[src/common/laswc_pkg.sv]
// constants and types for the lane alignment and data switch control block
// Function
// - positive alignment character, bits 9:0, reset 283h
// - negative alignment character, bits 9:0, reset 17Ch
// - character register bits 15:10 always read zero
// - bit 6 set stops pll lock check
// - bit 5 set skips signal loss check
// - bit 4 stops sync check; needed for prbs
// - bit 3 flat-lines recovered clock on loss while recovered_clock_output_is_recovered_i is set
// - on pattern match in kx/10g mode
// - off pattern match in kx/10g mode
// - 10g mode stuffs switch output with fill
// - direct clause 45 or indirect clause 22 access
package laswc_pkg;
   // register offsets
   localparam logic [15:0] REG_ALIGN_POS  = 16'h8003;
   localparam logic [15:0] REG_ALIGN_NEG  = 16'h8004;
   localparam logic [15:0] REG_AUTO_CTRL  = 16'h8021;
   localparam logic [15:0] REG_SW_ON      = 16'h802A;
   localparam logic [15:0] REG_SW_OFF     = 16'h802B;
   localparam logic [15:0] REG_SW_FILL    = 16'h802C;
   // reset values
   localparam logic [9:0]  RST_ALIGN_POS  = 10'h283;
   localparam logic [9:0]  RST_ALIGN_NEG  = 10'h17C;
   localparam logic [6:0]  RST_AUTO_CTRL  = 7'h0F;
   localparam logic [9:0]  RST_SW_ON      = 10'h2FD;
   localparam logic [9:0]  RST_SW_OFF     = 10'h2FD;
   localparam logic [9:0]  RST_SW_FILL    = 10'h207;
   localparam logic [15:0] RST_EXT_ADDR   = 16'h0000;
   // auto control field positions
   localparam int          BIT_PLL_OFF    = 6;
   localparam int          BIT_LOSS_OFF   = 5;
   localparam int          BIT_SYNC_OFF   = 4;
   localparam int          BIT_SQUELCH    = 3;
   localparam int          CHAR_W         = 10;
   localparam int          FIFO_DEPTH     = 8;
   // management frame layout
   localparam logic [4:0]  MMD_DEVAD      = 5'h1E;
   localparam logic [4:0]  C22_EXT_ADDR   = 5'h1E;
   localparam logic [4:0]  C22_EXT_DATA   = 5'h1F;
   localparam logic [5:0]  PREAMBLE_ONES  = 6'h20;
   localparam logic [5:0]  HDR_LAST       = 6'h0D;
   localparam logic [5:0]  TA_LAST        = 6'h01;
   localparam logic [5:0]  DATA_LAST      = 6'h0F;
   localparam logic [1:0]  ST_C45         = 2'h0;
   localparam logic [1:0]  ST_C22         = 2'h1;
   localparam logic [1:0]  OP_C45_ADDR    = 2'h0;
   localparam logic [1:0]  OP_C45_WRITE   = 2'h1;
   localparam logic [1:0]  OP_C45_RDINC   = 2'h2;
   localparam logic [1:0]  OP_C22_WRITE   = 2'h1;
   localparam logic [1:0]  OP_C22_READ    = 2'h2;

   typedef enum logic [1:0] {
      LASWC_MODE_10G     = 2'h0,
      LASWC_MODE_1GKX    = 2'h1,
      LASWC_MODE_GENERAL = 2'h2
   } laswc_mode_t;

   typedef enum logic [3:0] {
      MS_IDLE = 4'h1,
      MS_HDR  = 4'h2,
      MS_TA   = 4'h4,
      MS_DATA = 4'h8
   } laswc_mdio_state_t;

   typedef struct packed {
      logic [1:0] st;
      logic [1:0] op;
      logic [4:0] port;
      logic [4:0] dev;
   } laswc_hdr_t;

   typedef struct packed {
      logic pll_locked;
      logic signal_loss;
      logic sync_ok;
   } laswc_health_t;
endpackage : laswc_pkg

[src/core/laswc_core.sv]
// management registers, link health checks, lane alignment and tx data switch
`timescale 1ns/1ps
module laswc_core
   import laswc_pkg::*;
(
   // clock and reset
   input  wire logic          mclk_i,
   input  wire logic          resetn_i,
   // management serial port
   input  wire logic          mdc_i,
   input  wire logic          mdio_i,
   output logic               mdio_o,
   output logic               mdio_oe_n_o,
   input  wire logic [4:0]    prtad_i,
   // operating mode
   input  wire laswc_mode_t   mode_i,
   // receive alignment
   input  wire logic          rx_valid_i,
   input  wire logic [9:0]    rx_char_i,
   output logic               align_pos_hit_o,
   output logic               align_neg_hit_o,
   // link health
   input  wire laswc_health_t health_i,
   output logic               pll_lock_fault_o,
   output logic               signal_loss_fault_o,
   output logic               sync_fault_o,
   // clock output
   input  wire logic          recovered_clock_i,
   input  wire logic          recovered_clock_output_is_recovered_i,
   output logic               recovered_clock_output_o,
   // transmit character stream
   input  wire logic          tx_valid_i,
   input  wire logic [9:0]    tx_char_i,
   output logic               tx_ready_o,
   output logic               tx_valid_o,
   output logic [9:0]         tx_char_o,
   input  wire logic          tx_ready_i,
   output logic               tx_switch_off_o
);
   // configuration storage
   logic [9:0]        align_pos_reg;
   logic [9:0]        align_neg_reg;
   logic [6:0]        auto_ctrl_reg;
   logic [9:0]        sw_on_reg;
   logic [9:0]        sw_off_reg;
   logic [9:0]        sw_fill_reg;
   logic [15:0]       ext_addr_reg;
   logic [15:0]       addr_reg;
   // management frame engine
   laswc_mdio_state_t state_reg;
   logic              mdc_q_reg;
   logic [5:0]        cnt_reg;
   logic [15:0]       sh_reg;
   laswc_hdr_t        hdr_reg;
   logic              drv_reg;
   logic              oe_n_reg;
   // data path
   logic              off_state_reg;
   logic              tx_valid_reg;
   logic [9:0]        tx_char_reg;
   logic              f_valid;
   logic [9:0]        f_data;
   logic              pos_hit_reg;
   logic              neg_hit_reg;
   logic              pll_fault_reg;
   logic              loss_fault_reg;
   logic              sync_fault_reg;
   logic              clk_out_reg;

   function automatic logic [15:0] reg_read(input logic [15:0] a);
      logic [15:0] r;
      r = 16'h0000;
      if (a == REG_ALIGN_POS) begin
         r = {6'h00, align_pos_reg};
      end else if (a == REG_ALIGN_NEG) begin
         r = {6'h00, align_neg_reg};
      end else if (a == REG_AUTO_CTRL) begin
         r = {9'h000, auto_ctrl_reg};
      end else if (a == REG_SW_ON) begin
         r = {6'h00, sw_on_reg};
      end else if (a == REG_SW_OFF) begin
         r = {6'h00, sw_off_reg};
      end else if (a == REG_SW_FILL) begin
         r = {6'h00, sw_fill_reg};
      end
      return r;
   endfunction : reg_read

   // frame decode
   wire        mdc_rise  = mdc_i & ~mdc_q_reg;
   wire [13:0] hdr_in    = {sh_reg[12:0], mdio_i};
   wire [15:0] wdata     = {sh_reg[14:0], mdio_i};
   wire        is_c45    = hdr_reg.st == ST_C45;
   wire        is_c22    = hdr_reg.st == ST_C22;
   wire        c22_ptr   = is_c22 && hdr_reg.dev == C22_EXT_ADDR;
   wire        c22_data  = is_c22 && hdr_reg.dev == C22_EXT_DATA;
   wire        hit       = hdr_reg.port == prtad_i
                           && ((is_c45 && hdr_reg.dev == MMD_DEVAD) || c22_ptr || c22_data);
   wire        is_rd     = is_c45 ? hdr_reg.op[1] : hdr_reg.op == OP_C22_READ;
   wire        is_wr     = is_c45 ? hdr_reg.op == OP_C45_WRITE : hdr_reg.op == OP_C22_WRITE;
   wire        drive_rd  = hit & is_rd;
   wire [15:0] acc_addr  = is_c45 ? addr_reg : ext_addr_reg;
   logic [15:0] rd_word;
   wire        data_end  = state_reg == MS_DATA && mdc_rise && cnt_reg == DATA_LAST;
   wire        wr_cfg    = data_end && hit && is_wr && !c22_ptr;
   wire        wr_ptr    = data_end && hit && is_wr && c22_ptr;
   wire        wr_addr   = data_end && hit && is_c45 && hdr_reg.op == OP_C45_ADDR;
   wire        rd_inc    = data_end && hit && is_c45 && hdr_reg.op == OP_C45_RDINC;

   // a process, so that a register written under an unchanged address is read fresh
   always_comb begin
      rd_word = c22_ptr ? ext_addr_reg : reg_read(acc_addr);
   end

   assign mdio_o      = drv_reg;
   assign mdio_oe_n_o = oe_n_reg;

   always_ff @(posedge mclk_i or negedge resetn_i) begin
      if (!resetn_i) begin
         mdc_q_reg <= 1'b0;
         state_reg <= MS_IDLE;
         cnt_reg   <= 6'h00;
         sh_reg    <= 16'h0000;
         hdr_reg   <= '0;
         drv_reg   <= 1'b1;
         oe_n_reg  <= 1'b1;
      end else begin
         mdc_q_reg <= mdc_i;
         if (mdc_rise) begin
            case (state_reg)
               MS_IDLE: begin
                  if (mdio_i) begin
                     if (cnt_reg != PREAMBLE_ONES) begin
                        cnt_reg <= cnt_reg + 6'h01;
                     end
                  end else if (cnt_reg == PREAMBLE_ONES) begin
                     state_reg <= MS_HDR;
                     sh_reg    <= 16'h0000;
                     cnt_reg   <= 6'h01;
                  end else begin
                     cnt_reg <= 6'h00;
                  end
               end
               MS_HDR: begin
                  sh_reg  <= wdata;
                  cnt_reg <= cnt_reg + 6'h01;
                  if (cnt_reg == HDR_LAST) begin
                     hdr_reg   <= laswc_hdr_t'(hdr_in);
                     state_reg <= MS_TA;
                     cnt_reg   <= 6'h00;
                  end
               end
               MS_TA: begin
                  cnt_reg <= cnt_reg + 6'h01;
                  if (cnt_reg != TA_LAST) begin
                     // second turnaround bit is driven low by the responder
                     oe_n_reg <= ~drive_rd;
                     drv_reg  <= 1'b0;
                  end else begin
                     state_reg <= MS_DATA;
                     cnt_reg   <= 6'h00;
                     sh_reg    <= rd_word;
                     drv_reg   <= drive_rd ? rd_word[15] : 1'b1;
                  end
               end
               MS_DATA: begin
                  cnt_reg <= cnt_reg + 6'h01;
                  if (drive_rd) begin
                     sh_reg  <= {sh_reg[14:0], 1'b0};
                     drv_reg <= sh_reg[14];
                  end else begin
                     sh_reg <= wdata;
                  end
                  if (cnt_reg == DATA_LAST) begin
                     state_reg <= MS_IDLE;
                     cnt_reg   <= 6'h00;
                     oe_n_reg  <= 1'b1;
                     drv_reg   <= 1'b1;
                  end
               end
               default: begin
                  state_reg <= MS_IDLE;
                  oe_n_reg  <= 1'b1;
               end
            endcase
         end
      end
   end

   // register writes
   always_ff @(posedge mclk_i or negedge resetn_i) begin
      if (!resetn_i) begin
         align_pos_reg <= RST_ALIGN_POS;
         align_neg_reg <= RST_ALIGN_NEG;
         auto_ctrl_reg <= RST_AUTO_CTRL;
         sw_on_reg     <= RST_SW_ON;
         sw_off_reg    <= RST_SW_OFF;
         sw_fill_reg   <= RST_SW_FILL;
         ext_addr_reg  <= RST_EXT_ADDR;
         addr_reg      <= RST_EXT_ADDR;
      end else begin
         if (wr_ptr) begin
            ext_addr_reg <= wdata;
         end
         if (wr_addr) begin
            addr_reg <= wdata;
         end else if (rd_inc) begin
            addr_reg <= addr_reg + 16'h0001;
         end
         if (wr_cfg) begin
            if (acc_addr == REG_ALIGN_POS) begin
               align_pos_reg <= wdata[9:0];
            end else if (acc_addr == REG_ALIGN_NEG) begin
               align_neg_reg <= wdata[9:0];
            end else if (acc_addr == REG_AUTO_CTRL) begin
               // bits 2:0 stored as written; the manager keeps them at 111
               auto_ctrl_reg <= wdata[6:0];
            end else if (acc_addr == REG_SW_ON) begin
               sw_on_reg <= wdata[9:0];
            end else if (acc_addr == REG_SW_OFF) begin
               sw_off_reg <= wdata[9:0];
            end else if (acc_addr == REG_SW_FILL) begin
               sw_fill_reg <= wdata[9:0];
            end
         end
      end
   end

   // alignment matching, health checks and clock squelch
   always_ff @(posedge mclk_i or negedge resetn_i) begin
      if (!resetn_i) begin
         pos_hit_reg    <= 1'b0;
         neg_hit_reg    <= 1'b0;
         pll_fault_reg  <= 1'b0;
         loss_fault_reg <= 1'b0;
         sync_fault_reg <= 1'b0;
         clk_out_reg    <= 1'b0;
      end else begin
         pos_hit_reg    <= rx_valid_i && rx_char_i == align_pos_reg;
         neg_hit_reg    <= rx_valid_i && rx_char_i == align_neg_reg;
         pll_fault_reg  <= !auto_ctrl_reg[BIT_PLL_OFF] && !health_i.pll_locked;
         loss_fault_reg <= !auto_ctrl_reg[BIT_LOSS_OFF] && health_i.signal_loss;
         sync_fault_reg <= !auto_ctrl_reg[BIT_SYNC_OFF] && !health_i.sync_ok;
         clk_out_reg    <= (recovered_clock_output_is_recovered_i && auto_ctrl_reg[BIT_SQUELCH]
                            && health_i.signal_loss) ? 1'b0 : recovered_clock_i;
      end
   end

   assign align_pos_hit_o          = pos_hit_reg;
   assign align_neg_hit_o          = neg_hit_reg;
   assign pll_lock_fault_o         = pll_fault_reg;
   assign signal_loss_fault_o      = loss_fault_reg;
   assign sync_fault_o             = sync_fault_reg;
   assign recovered_clock_output_o = clk_out_reg;

   // transmit data switch
   wire f_ready  = ~tx_valid_reg | tx_ready_i;
   laswc_fifo #(
      .W     (CHAR_W),
      .DEPTH (FIFO_DEPTH)
   ) u_fifo (
      .mclk_i      (mclk_i),
      .resetn_i    (resetn_i),
      .in_valid_i  (tx_valid_i),
      .in_data_i   (tx_char_i),
      .in_ready_o  (tx_ready_o),
      .out_valid_o (f_valid),
      .out_data_o  (f_data),
      .out_ready_i (f_ready)
   );

   wire take     = f_valid & f_ready;
   wire sw_mode  = mode_i == LASWC_MODE_10G || mode_i == LASWC_MODE_1GKX;
   wire on_hit   = sw_mode && f_data == sw_on_reg;
   wire off_hit  = sw_mode && f_data == sw_off_reg;
   wire off_next = !sw_mode ? 1'b0
                   : !take ? off_state_reg
                   : off_state_reg ? !on_hit : off_hit;
   wire do_fill  = mode_i == LASWC_MODE_10G && off_next;

   always_ff @(posedge mclk_i or negedge resetn_i) begin
      if (!resetn_i) begin
         off_state_reg <= 1'b0;
         tx_valid_reg  <= 1'b0;
         tx_char_reg   <= 10'h000;
      end else begin
         off_state_reg <= off_next;
         if (take) begin
            tx_valid_reg <= 1'b1;
            tx_char_reg  <= do_fill ? sw_fill_reg : f_data;
         end else if (tx_ready_i) begin
            tx_valid_reg <= 1'b0;
         end
      end
   end

   assign tx_valid_o      = tx_valid_reg;
   assign tx_char_o       = tx_char_reg;
   assign tx_switch_off_o = off_state_reg;

   // checks
   a_align_pos_match: assert property (@(posedge mclk_i) disable iff (!resetn_i)
      rx_valid_i && rx_char_i == align_pos_reg |=> align_pos_hit_o)
      else $error("positive alignment match missed");
   a_align_neg_match: assert property (@(posedge mclk_i) disable iff (!resetn_i)
      !rx_valid_i || rx_char_i != align_neg_reg |=> !align_neg_hit_o)
      else $error("negative alignment hit without match");
   a_reserved_read_zero: assert property (@(posedge mclk_i) disable iff (!resetn_i)
      state_reg == MS_TA && mdc_rise && cnt_reg == TA_LAST && !c22_ptr
      && (acc_addr == REG_ALIGN_POS || acc_addr == REG_ALIGN_NEG || acc_addr == REG_SW_ON
          || acc_addr == REG_SW_OFF || acc_addr == REG_SW_FILL)
      |=> sh_reg[15:10] == 6'h00)
      else $error("reserved character bits not zero");
   a_pll_check_off: assert property (@(posedge mclk_i) disable iff (!resetn_i)
      auto_ctrl_reg[BIT_PLL_OFF] ##1 auto_ctrl_reg[BIT_PLL_OFF] |-> !pll_lock_fault_o)
      else $error("pll lock fault while check disabled");
   a_loss_check_on: assert property (@(posedge mclk_i) disable iff (!resetn_i)
      !auto_ctrl_reg[BIT_LOSS_OFF] && health_i.signal_loss |=> signal_loss_fault_o)
      else $error("signal loss fault not reported");
   a_sync_check_off: assert property (@(posedge mclk_i) disable iff (!resetn_i)
      auto_ctrl_reg[BIT_SYNC_OFF] && !health_i.sync_ok |=> !sync_fault_o)
      else $error("sync fault while check disabled");
   a_clock_squelch: assert property (@(posedge mclk_i) disable iff (!resetn_i)
      recovered_clock_output_is_recovered_i && auto_ctrl_reg[BIT_SQUELCH] && health_i.signal_loss
      |=> !recovered_clock_output_o)
      else $error("recovered clock not flat during loss");
   a_switch_on_off: assert property (@(posedge mclk_i) disable iff (!resetn_i)
      take && sw_mode && (off_state_reg ? on_hit : off_hit) |=> $changed(off_state_reg))
      else $error("switch state did not follow pattern match");
   a_fill_in_10g: assert property (@(posedge mclk_i) disable iff (!resetn_i)
      take && mode_i == LASWC_MODE_10G && off_state_reg && !on_hit
      |=> tx_valid_o && tx_char_o == $past(sw_fill_reg))
      else $error("fill pattern not sent while switched off");
   a_pass_general: assert property (@(posedge mclk_i) disable iff (!resetn_i)
      take && mode_i == LASWC_MODE_GENERAL |=> tx_char_o == $past(f_data) && !tx_switch_off_o)
      else $error("data altered outside switch modes");
   a_ext_pointer: assert property (@(posedge mclk_i) disable iff (!resetn_i)
      wr_ptr |=> ext_addr_reg == $past(wdata))
      else $error("indirect address pointer not written");
endmodule : laswc_core

[src/core/laswc_fifo.sv]
// character fifo with registered read data
`timescale 1ns/1ps
module laswc_fifo #(
   parameter int W     = 10,
   parameter int DEPTH = 8
) (
   // clock and reset
   input  wire logic         mclk_i,
   input  wire logic         resetn_i,
   // fill side
   input  wire logic         in_valid_i,
   input  wire logic [W-1:0] in_data_i,
   output logic              in_ready_o,
   // drain side
   output logic              out_valid_o,
   output logic [W-1:0]      out_data_o,
   input  wire logic         out_ready_i
);
   // depth must be a power of two so pointers wrap naturally
   localparam int AW = $clog2(DEPTH);

   logic [W-1:0]  mem [DEPTH];
   logic [AW-1:0] wptr_reg;
   logic [AW-1:0] rptr_reg;
   logic [AW:0]   cnt_reg;
   logic [W-1:0]  dout_reg;
   logic          dval_reg;

   wire push = in_valid_i & in_ready_o;
   wire pop  = (cnt_reg != '0) & (~dval_reg | out_ready_i);

   assign in_ready_o  = cnt_reg != (AW+1)'(DEPTH);
   assign out_valid_o = dval_reg;
   assign out_data_o  = dout_reg;

   always_ff @(posedge mclk_i) begin
      if (push) begin
         mem[wptr_reg] <= in_data_i;
      end
   end

   always_ff @(posedge mclk_i or negedge resetn_i) begin
      if (!resetn_i) begin
         wptr_reg <= '0;
         rptr_reg <= '0;
         cnt_reg  <= '0;
         dout_reg <= '0;
         dval_reg <= 1'b0;
      end else begin
         if (push) begin
            wptr_reg <= wptr_reg + 1'b1;
         end
         if (pop) begin
            rptr_reg <= rptr_reg + 1'b1;
            dout_reg <= mem[rptr_reg];
            dval_reg <= 1'b1;
         end else if (out_ready_i) begin
            dval_reg <= 1'b0;
         end
         if (push && !pop) begin
            cnt_reg <= cnt_reg + 1'b1;
         end else if (pop && !push) begin
            cnt_reg <= cnt_reg - 1'b1;
         end
      end
   end
endmodule : laswc_fifo

[config.mk]
export PLATFORM = sky130hd
export DESIGN_NAME = laswc_core
export DESIGN_NICKNAME = d
export VERILOG_FILES = /design/src/common/laswc_pkg.sv /design/src/core/laswc_core.sv /design/src/core/laswc_fifo.sv
export SDC_FILE = /design/constraint.sdc
export NUM_CORES = 1
export LEC_CHECK = 0
export BUFFER_PORTS_ARGS = -buffer_cell sky130_fd_sc_hd__buf_4
export CAP_MARGIN = 5
export CORE_UTILIZATION = 35
export DETAILED_ROUTE_END_ITERATION = 8
export GPL_TIMING_DRIVEN = 0
export PLACE_DENSITY = 0.54
export SLEW_MARGIN = 15
export SYNTH_ARGS = -nofsm -noshare
export SYNTH_HDL_FRONTEND = slang
export SYNTH_SLANG_ARGS = --single-unit
export TNS_END_PERCENT = 10
[constraint.sdc]
create_clock -name mclk_i -period 6.6 [get_ports mclk_i]
set_input_delay 0.66 -clock mclk_i [delete_from_list [all_inputs] [get_ports mclk_i]]
set_output_delay 0.66 -clock mclk_i [all_outputs]
set_load 0.02 [all_outputs]
==> results.md, run 1 <==
* Status: complete, no violations
* Starting Density at 35.8%
* Worst Setup Start Kind: register
* Most common flop cell mapped by yosys: dfrtp_1
* Area taken by multi-input logic gates at 0.00514 mm2
* Core Area at 0.0338 mm2
* Power per Cell Area at 347 mW/mm2
* Final period util at 49.2%
* I/O Pins at 60
* Yosys reg bits at 250
* Leak at 5.64 nW
* RSZ-0062 raised after global routing: no
* Max-slew violation count at 0
* Average size of a mapped cell at 12.3 um2
* Reg-to-Reg Start: u_fifo.cnt_reg[0]$_DFFE_PN0P_
* # hold bufs at CTS at 0
* Seq/Total Area, Yosys at 55.4%
* Via count of the routed design at 8242
* Fin. Hold Viols at 0
* Post-Route WL at 31300 um
* Post-synth EDFFs at 80
* Routability Congestion at 0.872
* Initial antenna violation count at 0
* Remaining antenna violation count at 0
* Min-Delay Path Class: input pin to asynchronous set/reset pin
* CTS tree: yes
* Hold WS at between 0.05 and 0.06 ns
* GRT Total Usage at between 10% and 20%
* Die height at 188 um
* Root Driver: clkbuf_16
* Clk Latency, worst-skew pair at 0.57 ns
* Mapped cell area at roughly 0.012 mm2
* Placed standard-cell area at roughly 0.013 mm2
* Num Clock Sinks at between 200 and 300
* Data arrival, critical path at 3.70 ns
* Syn Nets at 1034
* Setup_tns at 0 ns
* Wire per inst at around 20 um
* Grt ovf at 0
* DRC at 0
* Cts repair resizes at 0
* CTS Buf Count at 30
* First-pass GRT wire length at 49900 um
* Clock Skew at 0.00978 ns
* Peak Freq at 308 MHz
* Post-synthesis compound-gate area fraction at 10.3%
* Mux cell area share after synthesis at 13.8%
* Post-Synth Simple-Gate Area at 12.9%
* Post-route cell area at between 0.01 and 0.015 mm2
* Sequential Area at 0.00670 mm2
* Slew headroom at 18.5%
* Max H-tree Level at 1
* Max VDD drop at 0.000221 V
* Vias in the first global route at roughly 8500
* Nets@finish at 1135
* Asr flop ratio synth at 68.0%
* Via/cell ratio at 5.29
* Final HPWL DP at 21900 um
* Setup crit end kind: register
* Share of layout cells above drive strength 1 at 27.9%
* CP max FO at 10
* R2R setup slack at 3.35 ns
* Post-synthesis cell count at 985
* Xor-xnor portion of the synthesized cell area at 3.91%
* Syn-to-layout area delta at 18.2%
* Post-synth cell types at 82
* Die area at 0.0353 mm2
* Inserted Diodes at 0
* Worst setup path class: register to register
* Min cycle time layout at 3.25 ns
* Reg clk slew, reported paths at around 0.060 ns
* Die X at 188 um
* Clock tree buffer depth at 3
* Max reg flops at 80
* Adder-cell share of the synthesized area at 1.10%
* Final setup vio count at 0
* First-pass DRT Iterations at 5
* Largest net degree at the start of global routing at between 80 and 90
* Largest family of logic cells by synthesized area: multiplexers
* Area leader, netlist: dfrtp_1
* R2R depth at 10
* Post CTS Setup Buffer Count at 0
* # port buffers at between 50 and 60
* RR Endpoint: u_fifo.cnt_reg[3]$_DFFE_PN0P_
* Slew @ Worst Pin at 1.22 ns
* Filler Cell Count at 3211
* Synth top area cells: dfrtp_1 (27%), edfxtp_1 (20%), dfstp_2 (8.0%), mux2_2 (8.0%), mux4_2 (3.7%)
* DR iter-0 viols at 547
* Row count at 67
* Syn. warnings at 0
* Worst EP required at 7.05 ns
* Max_cap viols at 0
* Post-synth top area share at a little over a quarter
## logic make-up (layout without fill, tap and decap cells)
group	count (synthesis)	after routing
multiplexers	131	131
adder cells (fa/ha/maj)	10	10
AO/OA/AOI/OAI	191	191
XOR/XNOR	54	54
AND/OR/NAND/NOR	278	278
flip-flops	250	250
buffers and inverters	71	196
## cells in the mapped netlist (3+ instances only)
cell type    n
a211o_1      3
a211oi_1    10
a21o_1       5
a21oi_1     49
a221oi_1    10
a222oi_1     3
a22oi_1      7
a31oi_1      4
and2_1       5
and3_1       4
and4_1       5
buf_1        4
buf_2       12
buf_4        4
clkbuf_1    31
dfrtp_1    133
dfstp_2     37
edfxtp_1    80
ha_1         9
inv_1       18
mux2_2      86
mux2i_1     22
mux4_2      20
nand2_1     87
nand2b_1    10
nand3_1     30
nand3b_1     7
nand4_1     17
nor2_1      36
nor2b_1      7
nor3_1      22
nor3b_1      4
nor4_1       8
nor4_2       3
nor4b_1      6
o21ai_0     55
o22ai_1      9
o31ai_1     16
xnor2_1     37
xor2_1      17
## worst max-delay path, stage by stage, from the launching register on
cell and delay [ns]:
dfrtp_1 0.44, o41ai_1 0.88, clkbuf_1 0.47, ha_1 0.27
inv_1 0.10, ha_1 0.29, a21o_1 0.17, a21oi_1 0.17
xnor2_1 0.13, nor2_1 0.07, xor2_1 0.14
## cells in the final DEF, fill, tap and decap left out, drive strengths merged, types with 13 or more instances in the layout
master and count:
dfrtp 133, buf 91, nand2 89, mux2 88, edfxtp 80, clkbuf 70, o21ai 55, a21oi 50
xnor2 37, dfstp 37, nor2 37, nand3 31, nor3 25, mux2i 23, mux4 20, inv 19
xor2 17, nand4 17, o31ai 16, nor4 13
## cell type report
| cell class | instances | share of cell area, % |
|---|---|---|
| Buffer | 53 | 1.70 |
| Clock buffer | 39 | 5.55 |
| Clock inverter | 17 | 1.83 |
| Inverter | 18 | 0.472 |
| Multi-Input combinational cell | 664 | 35.9 |
| Sequential cell | 250 | 46.8 |
| Tap cell | 448 | 3.92 |
| Timing Repair Buffer | 69 | 3.82 |
## report_power, final
part	internal, mW	switching [mW]	leakage [nW]	total, mW
Combinational	0.517	0.706	2.26	1.22
Clock	1.09	0.675	0.514	1.76
Sequential	1.82	0.161	2.87	1.98
Total	3.42	1.54	5.64	4.96
## metal layers
metal | vias to the layer above | GRT usage, % | wire [um]
met1 | 4114 | 23.8 | 13900
met5 | - | 0 | 0
li1 | 3893 | - | -
met4 | 0 | 5.69 | 832
met3 | 53 | 2.86 | 1200
met2 | 182 | 30.6 | 15400
## stage by stage
stage               setup slack [ns]  instances  power (mW)  utilization (%)
finish                          3.35       1558        4.96             42.4
global route                    3.03       1558        5.21             42.4
CTS                             3.28       1558        5.03             42.4
detailed placement              3.28       1502        3.25             39.2
global placement                2.87       1492        3.20             38.8
floorplan                       3.86        985        2.79                -
## how the worst max path moves through the flow
stage	slack [ns]	from	to	cells past startpoint
floorplan	3.86	u_fifo.cnt_reg[0]$_DFFE_PN0P_	u_fifo.cnt_reg[3]$_DFFE_PN0P_	10
global placement	2.87	tx_valid_i	u_fifo.mem[2][1]$_DFFE_PP_	3
detailed placement	3.28	u_fifo.cnt_reg[0]$_DFFE_PN0P_	u_fifo.cnt_reg[3]$_DFFE_PN0P_	10
CTS	3.28	u_fifo.cnt_reg[0]$_DFFE_PN0P_	u_fifo.cnt_reg[3]$_DFFE_PN0P_	10
global route	3.03	u_fifo.cnt_reg[0]$_DFFE_PN0P_	u_fifo.cnt_reg[3]$_DFFE_PN0P_	10
finish	3.35	u_fifo.cnt_reg[0]$_DFFE_PN0P_	u_fifo.cnt_reg[3]$_DFFE_PN0P_	10
(Power assumes the default switching activity.)
==> run 2, diff against run 1 <==
--- a/config.mk
+++ b/config.mk
@@ -10,7 +10,7 @@
 export CORE_UTILIZATION = 35
 export DETAILED_ROUTE_END_ITERATION = 8
 export GPL_TIMING_DRIVEN = 0
-export PLACE_DENSITY = 0.54
+export PLACE_DENSITY = 0.56
 export SLEW_MARGIN = 15
 export SYNTH_ARGS = -nofsm -noshare
 export SYNTH_HDL_FRONTEND = slang
==> constraint.sdc (replaced) <==
create_clock -name mclk_i -period 2.75 [get_ports mclk_i]
set_input_delay 0.275 -clock mclk_i [delete_from_list [all_inputs] [get_ports mclk_i]]
set_output_delay 0.275 -clock mclk_i [all_outputs]
set_load 0.02 [all_outputs]
==> run 2 against run 1 <==
  * The flow now finishes with violations (negative setup slack)
  * Clock skew increased by 0.0081 ns
  * Total power grew 140%
  * Critical path depth fell by 1
  * Register-to-register slack lost 3.4 ns
  * Clock-buffer cell count down 1
  * Cell count rose by 2.3%
==> results.md, run 2 (same netlist as run 1, synthesis figures left out) <==
* Status: finished with violations
* Failing checks: negative setup slack
* Worst setup path class: register to register
* Final HPWL DP at 21600 um
* Leading cell type in the layout, fill and taps excluded: dfrtp_1
* Fin. Hold Viols at 0
* Most frequent cells in the layout: dfrtp_1 (131), nand2_1 (86), mux2_2 (86)
* GRT Total Usage at 17.7%
* Die area at 0.0353 mm2
* Largest net degree at the start of global routing at 92
* Nets@finish at 1171
* First-pass GRT wire length at 48800 um
* Wire per inst at 19.7 um
* Die X at 188 um
* Max reg flops at 80
* Post-Route WL at 31400 um
* Starting Density at approximately 36%
* RSZ-0062 raised after global routing: yes
* Core Area at 0.0338 mm2
* Inserted Diodes at 0
* Psw at ~3.8 mW
* Clock Skew at about 0.018 ns
* Leak at 5.87 nW
* Worst EP required at 3.24 ns
* Pre-CTS setup slack at -0.508 ns
* Root Driver: clkbuf_16
* Min cycle time layout at ~2.8 ns
* Max VDD drop at slightly below 0.0007 V
* Vias in the first global route at 8369
* First-pass DRT Iterations at 5
* Num Clock Sinks at 250
* Clock tree buffer depth at 3
* Final setup vio count at 1
* # port buffers at between 50 and 60
* Peak Freq at around 360 MHz
* Pint at 8.28 mW
* Area taken by multi-input logic gates at 0.00534 mm2
* Via/cell ratio at 5.35
* Power per Cell Area at 809 mW/mm2
* Initial antenna violation count at 0
* Setup crit end kind: register
* Final period util at 100%
* Reg clk slew, reported paths at 0.06 ns
* Syn-to-layout area delta at 23.2%
* Slew @ Worst Pin at 0.978 ns
* Data arrival, critical path at 3.25 ns
* I/O Pins at 60
* Clock network power share at between 30% and 40%
* DRC at 0
* Slowest cell on the critical path: nor4_4
* Routability Congestion at 0.902
* Flop pwr share at 39.4%
* Hold WS at about 0.029 ns
* Final Worst Setup Slack at -0.00407 ns
* Die height at 188 um
* CTS Buf Count at 30
* Max_cap viols at 0
* DR iter-0 viols at just over 500
* Net Sw Frac at 31.4%
* Grt ovf at 0
* Crit-path cells: buf_2 > or2_1 > buf_4 > nand3_1 > and2_2 > nor4_4 > a2111oi_1 > o41ai_1 > a41o_1
* Max H-tree Level at 1
* Filler Cell Count at 3119
* Remaining antenna violation count at 0
* Share of layout cells above drive strength 1 at 30.5%
* CTS tree: yes
* Slew headroom at 34.8%
* Clk Latency, worst-skew pair at between 0.5 and 0.6 ns
* Worst Setup Start Kind: register
* Max-slew violation count at 0
* Via count of the routed design at 8521
* Min-Delay Path Class: input pin to register
* Slowest stage delay, CP at 0.53 ns
* CP max FO at 9
* Power share of the combinational group at 25.4%
* Sequential Area at between 0.006 and 0.007 mm2
* Row count at 67
==> run 2: cell types whose count changed in the layout (fill, tap and decap cells not counted), sizes merged <==
cell / before / now
bufinv: 6 / 5
dlygate4sd3: 0 / 25
clkinv: 10 / 7
clkinvlp: 0 / 5
buf: 91 / 101
==> run 2: cell type report <==
type	instances	share of cell area (%)
Clock buffer	38	5.50
Multi-Input combinational cell	664	35.8
Timing Repair Buffer	105	5.98
Tap cell	448	3.76
Buffer	53	1.76
Sequential cell	250	45.0
Clock inverter	18	1.78
Inverter	18	0.453
==> run 2: worst max-delay path, delay by kind of cell, from the launching register on <==
family | cells | cell delay, ns
flops | 1 | 0.32
buf+inv | 2 | 0.38
simple gates | 4 | 1.19
compound gates | 3 | 0.79
==> run 2: repair_timing <==
| item | CTS | global route |
|---|---|---|
| hold endpoints to repair | 152 | 0 |
| pin swaps | 2 | 5 |
| setup buffers | 2 | 10 |
| resized for setup | 15 | 28 |
| hold buffers | 25 | 0 |
| setup endpoints to repair | 64 | 89 |
==> run 2: per-stage QoR <==
step | power [mW] | utilization [%] | instance area, um2 | std cells | TNS, ns
2_1_floorplan | 6.69 | - | 12100 | 985 | 0
5_1_grt | 12.7 | 44.2 | 14900 | 1594 | -0.328
6_report | 12.1 | 44.2 | 14900 | 1594 | -0.00407
3_3_place_gp | 7.68 | 38.8 | 13100 | 1492 | -37.65
4_1_cts | 12.2 | 43.5 | 14700 | 1584 | -0.509
3_5_place_dp | 7.81 | 39.3 | 13300 | 1501 | -12.10
==> run 2: power by group through the flow <==
stage | sequential [mW] | combinational, mW | clock, mW
2_1_floorplan | 4.79 | 1.90 | 0
3_3_place_gp | 4.79 | 2.89 | 0
3_5_place_dp | 4.81 | 2.99 | 0
4_1_cts | 4.76 | 3.06 | 4.34
5_1_grt | 4.82 | 3.38 | 4.47
6_report | 4.76 | 3.07 | 4.25
==> run 2: routing by layer <==
| layer | vias to the layer above | global-route usage, % | wire length, um |
|---|---|---|---|
| li1 | 3958 | - | - |
| met1 | 4287 | 23.9 | 13800 |
| met2 | 222 | 29.9 | 15500 |
| met3 | 54 | 2.19 | 1260 |
| met4 | 0 | 5.00 | 822 |
| met5 | - | 0 | 0 |
==> run 2: path summary, 6_finish.rpt <==
check	from	endpoint	slack, ns	cells after the start
max in group asynchronous	resetn_i	state_reg[0]$_DFFE_PN1P_	1.56	3
worst max register to register	hdr_reg[12]$_DFFE_PN0P_	sh_reg[6]$_DFFE_PN0P_	-0.004	9
worst max-delay path	hdr_reg[12]$_DFFE_PN0P_	sh_reg[6]$_DFFE_PN0P_	-0.004	9
min in group asynchronous	resetn_i	recovered_clock_output_o$_DFF_PN0_	0.28	2
worst min-delay path	tx_valid_i	u_fifo.wptr_reg[0]$_DFFE_PN0P_	0.03	3
worst min register to register	tx_char_o[5]$_DFFE_PN0P_	tx_char_o[5]$_DFFE_PN0P_	0.48	2
==> run 3, diff against run 2 <==
--- a/config.mk
+++ b/config.mk
@@ -10,7 +10,7 @@
 export CORE_UTILIZATION = 35
 export DETAILED_ROUTE_END_ITERATION = 8
 export GPL_TIMING_DRIVEN = 0
-export PLACE_DENSITY = 0.56
+export PLACE_DENSITY = 0.54
 export SLEW_MARGIN = 15
 export SYNTH_ARGS = -nofsm -noshare
 export SYNTH_HDL_FRONTEND = slang
==> constraint.sdc (replaced) <==
create_clock -name mclk_i -period 3 [get_ports mclk_i]
set_input_delay 0.3 -clock mclk_i [delete_from_list [all_inputs] [get_ports mclk_i]]
set_output_delay 0.3 -clock mclk_i [all_outputs]
set_load 0.02 [all_outputs]
==> run 3 against run 2 <==
  * Register-to-register slack better by 0.09 ns
  * Total power fell by 9.3%
  * Via count fell by 2.2%
  * Clock-buffer cell count is 1 higher
  * The run now ends clean
  * Flip-flop and latch count unchanged
==> results.md, run 3 (same netlist as run 1, synthesis figures left out) <==
* Clock Skew at 0.00868 ns
* R2R setup slack at between 0.08 and 0.09 ns
* # port buffers at 59
* Final period util at 97.2%
* Final HPWL DP at around 22000 um
* Leading cell type in the layout, fill and taps excluded: dfrtp_1
* Remaining antenna violation count at 0
* Num Clock Sinks at 250
* Reg clk slew, reported paths at 0.06 ns
* Slowest stage delay, CP at 0.54 ns
* Most frequent cells in the layout: dfrtp_1 (133), nand2_1 (86), mux2_2 (86)
* Share of layout cells above drive strength 1 at 28.1%
* CTS Buf Count at 30
* Status: complete, no violations
* Worst EP required at 3.42 ns
* Die X at 188 um
* Clk Latency, worst-skew pair at 0.57 ns
* Power per Cell Area at 751 mW/mm2
* Max H-tree Level at 1
* RSZ-0062 raised after global routing: yes
* Fin. Hold Viols at 0
* Filler Cell Count at 3196
* Max-slew violation count at 0
* Max reg flops at 80
* I/O Pins at 60
* Worst Setup Start Kind: register
* Starting Density at a little over a third
* Die height at 188 um
* Crit-path cells: or4b_1 > buf_2 > a21oi_2 > or3_1 > buf_2 > buf_6 > o21ai_0 > a211oi_1 > o31ai_1
* GR met1 Demand/Resource at 23.9%
* Syn-to-layout area delta at 20.5%
* Data arrival, critical path at 3.34 ns
* R2R depth at 9
* CP max FO at 10
* Grt ovf at 0
* Inserted Diodes at 0
* Max VDD drop at 0.000501 V
* Routability Congestion at 0.872
* Worst setup path class: register to register
* Hold WS at 0.0132 ns
* Row count at 67
* Slew @ Worst Pin at 1.20 ns
* Wire per inst at a little under 20 um
* DRC at 0
* DR iter-0 viols at 516
* Min-Delay Path Class: input pin to register
* Via/cell ratio at about 5.3
* Root Driver: clkbuf_16
* Post CTS Setup Buffer Count at 0
* GR Util met3 at 2.68%
* Clock tree buffer depth at 3
* Core Area at 0.0338 mm2
* Sequential Area at 0.00670 mm2
* First-pass DRT Iterations at 5
* Nets@finish at around 1200
* Post-Route WL at approximately 31000 um
* Area taken by multi-input logic gates at 0.00520 mm2
* Slowest cell on the critical path: or4b_1
* Via count of the routed design at 8331
* Leak at around 5.7 nW
* GRT Total Usage at 18.2%
* Hold depth at 2
* Setup crit end kind: register
* Initial antenna violation count at 0
* Min cycle time layout at 2.92 ns
* Core Util, Final at 43.2%
* Slew headroom at 19.6%
* Largest net degree at the start of global routing at around 90
* Peak Freq at 343 MHz
* Vias in the first global route at 8566
* Met2 GRT Util at 30.9%
* Gr busiest metal: met2
* First-pass GRT wire length at 50100 um
* Final setup vio count at 0
* CTS tree: yes
* Die area at 0.0353 mm2
* Max_cap viols at 0
* Cell mode on critical path: buf_2
run 3: cell types whose count changed in the layout (fill, tap and decap cells not counted), sizes merged:
| cell | change |
|---|---|
| clkinv | +3 |
| clkinvlp | -5 |
| buf | -10 |
| dlygate4sd3 | -5 |
| bufinv | +1 |
run 3: final cells by class:
type | instances | share of cell area (%)
clock inverter | 17 | 1.79
sequential | 250 | 46.0
timing repair buffer | 89 | 5.12
buffer | 53 | 1.70
tap | 448 | 3.84
inverter | 18 | 0.463
clock buffer | 39 | 5.45
multi-input combinational | 664 | 35.7
run 3: timing repair:
action	CTS	global route
pin swaps	0	1
setup endpoints to repair	23	31
endpoints found under the hold margin	163	0
hold buffers	20	0
gates resized for setup	5	8
gates cloned	0	0
run 3: where the power goes:
part           switching, mW  leakage, nW  internal (mW)
clock                   1.48        0.514           2.39
sequential             0.369         2.87           3.99
combinational           1.55         2.36           1.16
run 3: path summary, 6_finish.rpt:
check,from,to
worst max register to register,state_reg[3]$_DFFE_PN0P_,sh_reg[1]$_DFFE_PN0P_
worst min-delay path,health_i[1],signal_loss_fault_o$_DFF_PN0_
worst max-delay path,state_reg[3]$_DFFE_PN0P_,sh_reg[1]$_DFFE_PN0P_
worst min register to register,tx_char_o[3]$_DFFE_PN0P_,tx_char_o[3]$_DFFE_PN0P_
max in group asynchronous,resetn_i,sw_on_reg[6]$_DFFE_PN1P_
min in group asynchronous,resetn_i,recovered_clock_output_o$_DFF_PN0_
run 3: critical path, delay by kind of cell (launching register included):
kind | cells | cell delay (ns)
and+or+nand+nor | 2 | 0.71
buffers and inverters | 3 | 0.57
DFF | 1 | 0.47
AOI/OAI and AO/OA | 4 | 1.01
run 3: metal layers:
metal	vias up	wire (um)
li1	3936	-
met1	4161	13900
met2	177	15400
met3	57	1220
met4	0	853
met5	-	0
run 3: metrics by stage:
stage	power [mW]	TNS (ns)	std cells	setup WS, ns	area, um2
after global routing	11.5	-0.227	1578	-0.0556	14600
after global placement	7.04	-16.60	1492	-0.658	13100
after CTS	11.1	0	1578	0.0154	14500
final	10.9	0	1578	0.0841	14600
after detailed placement	7.16	-1.77	1502	-0.320	13300
after floorplan	6.13	0	985	0.262	12100
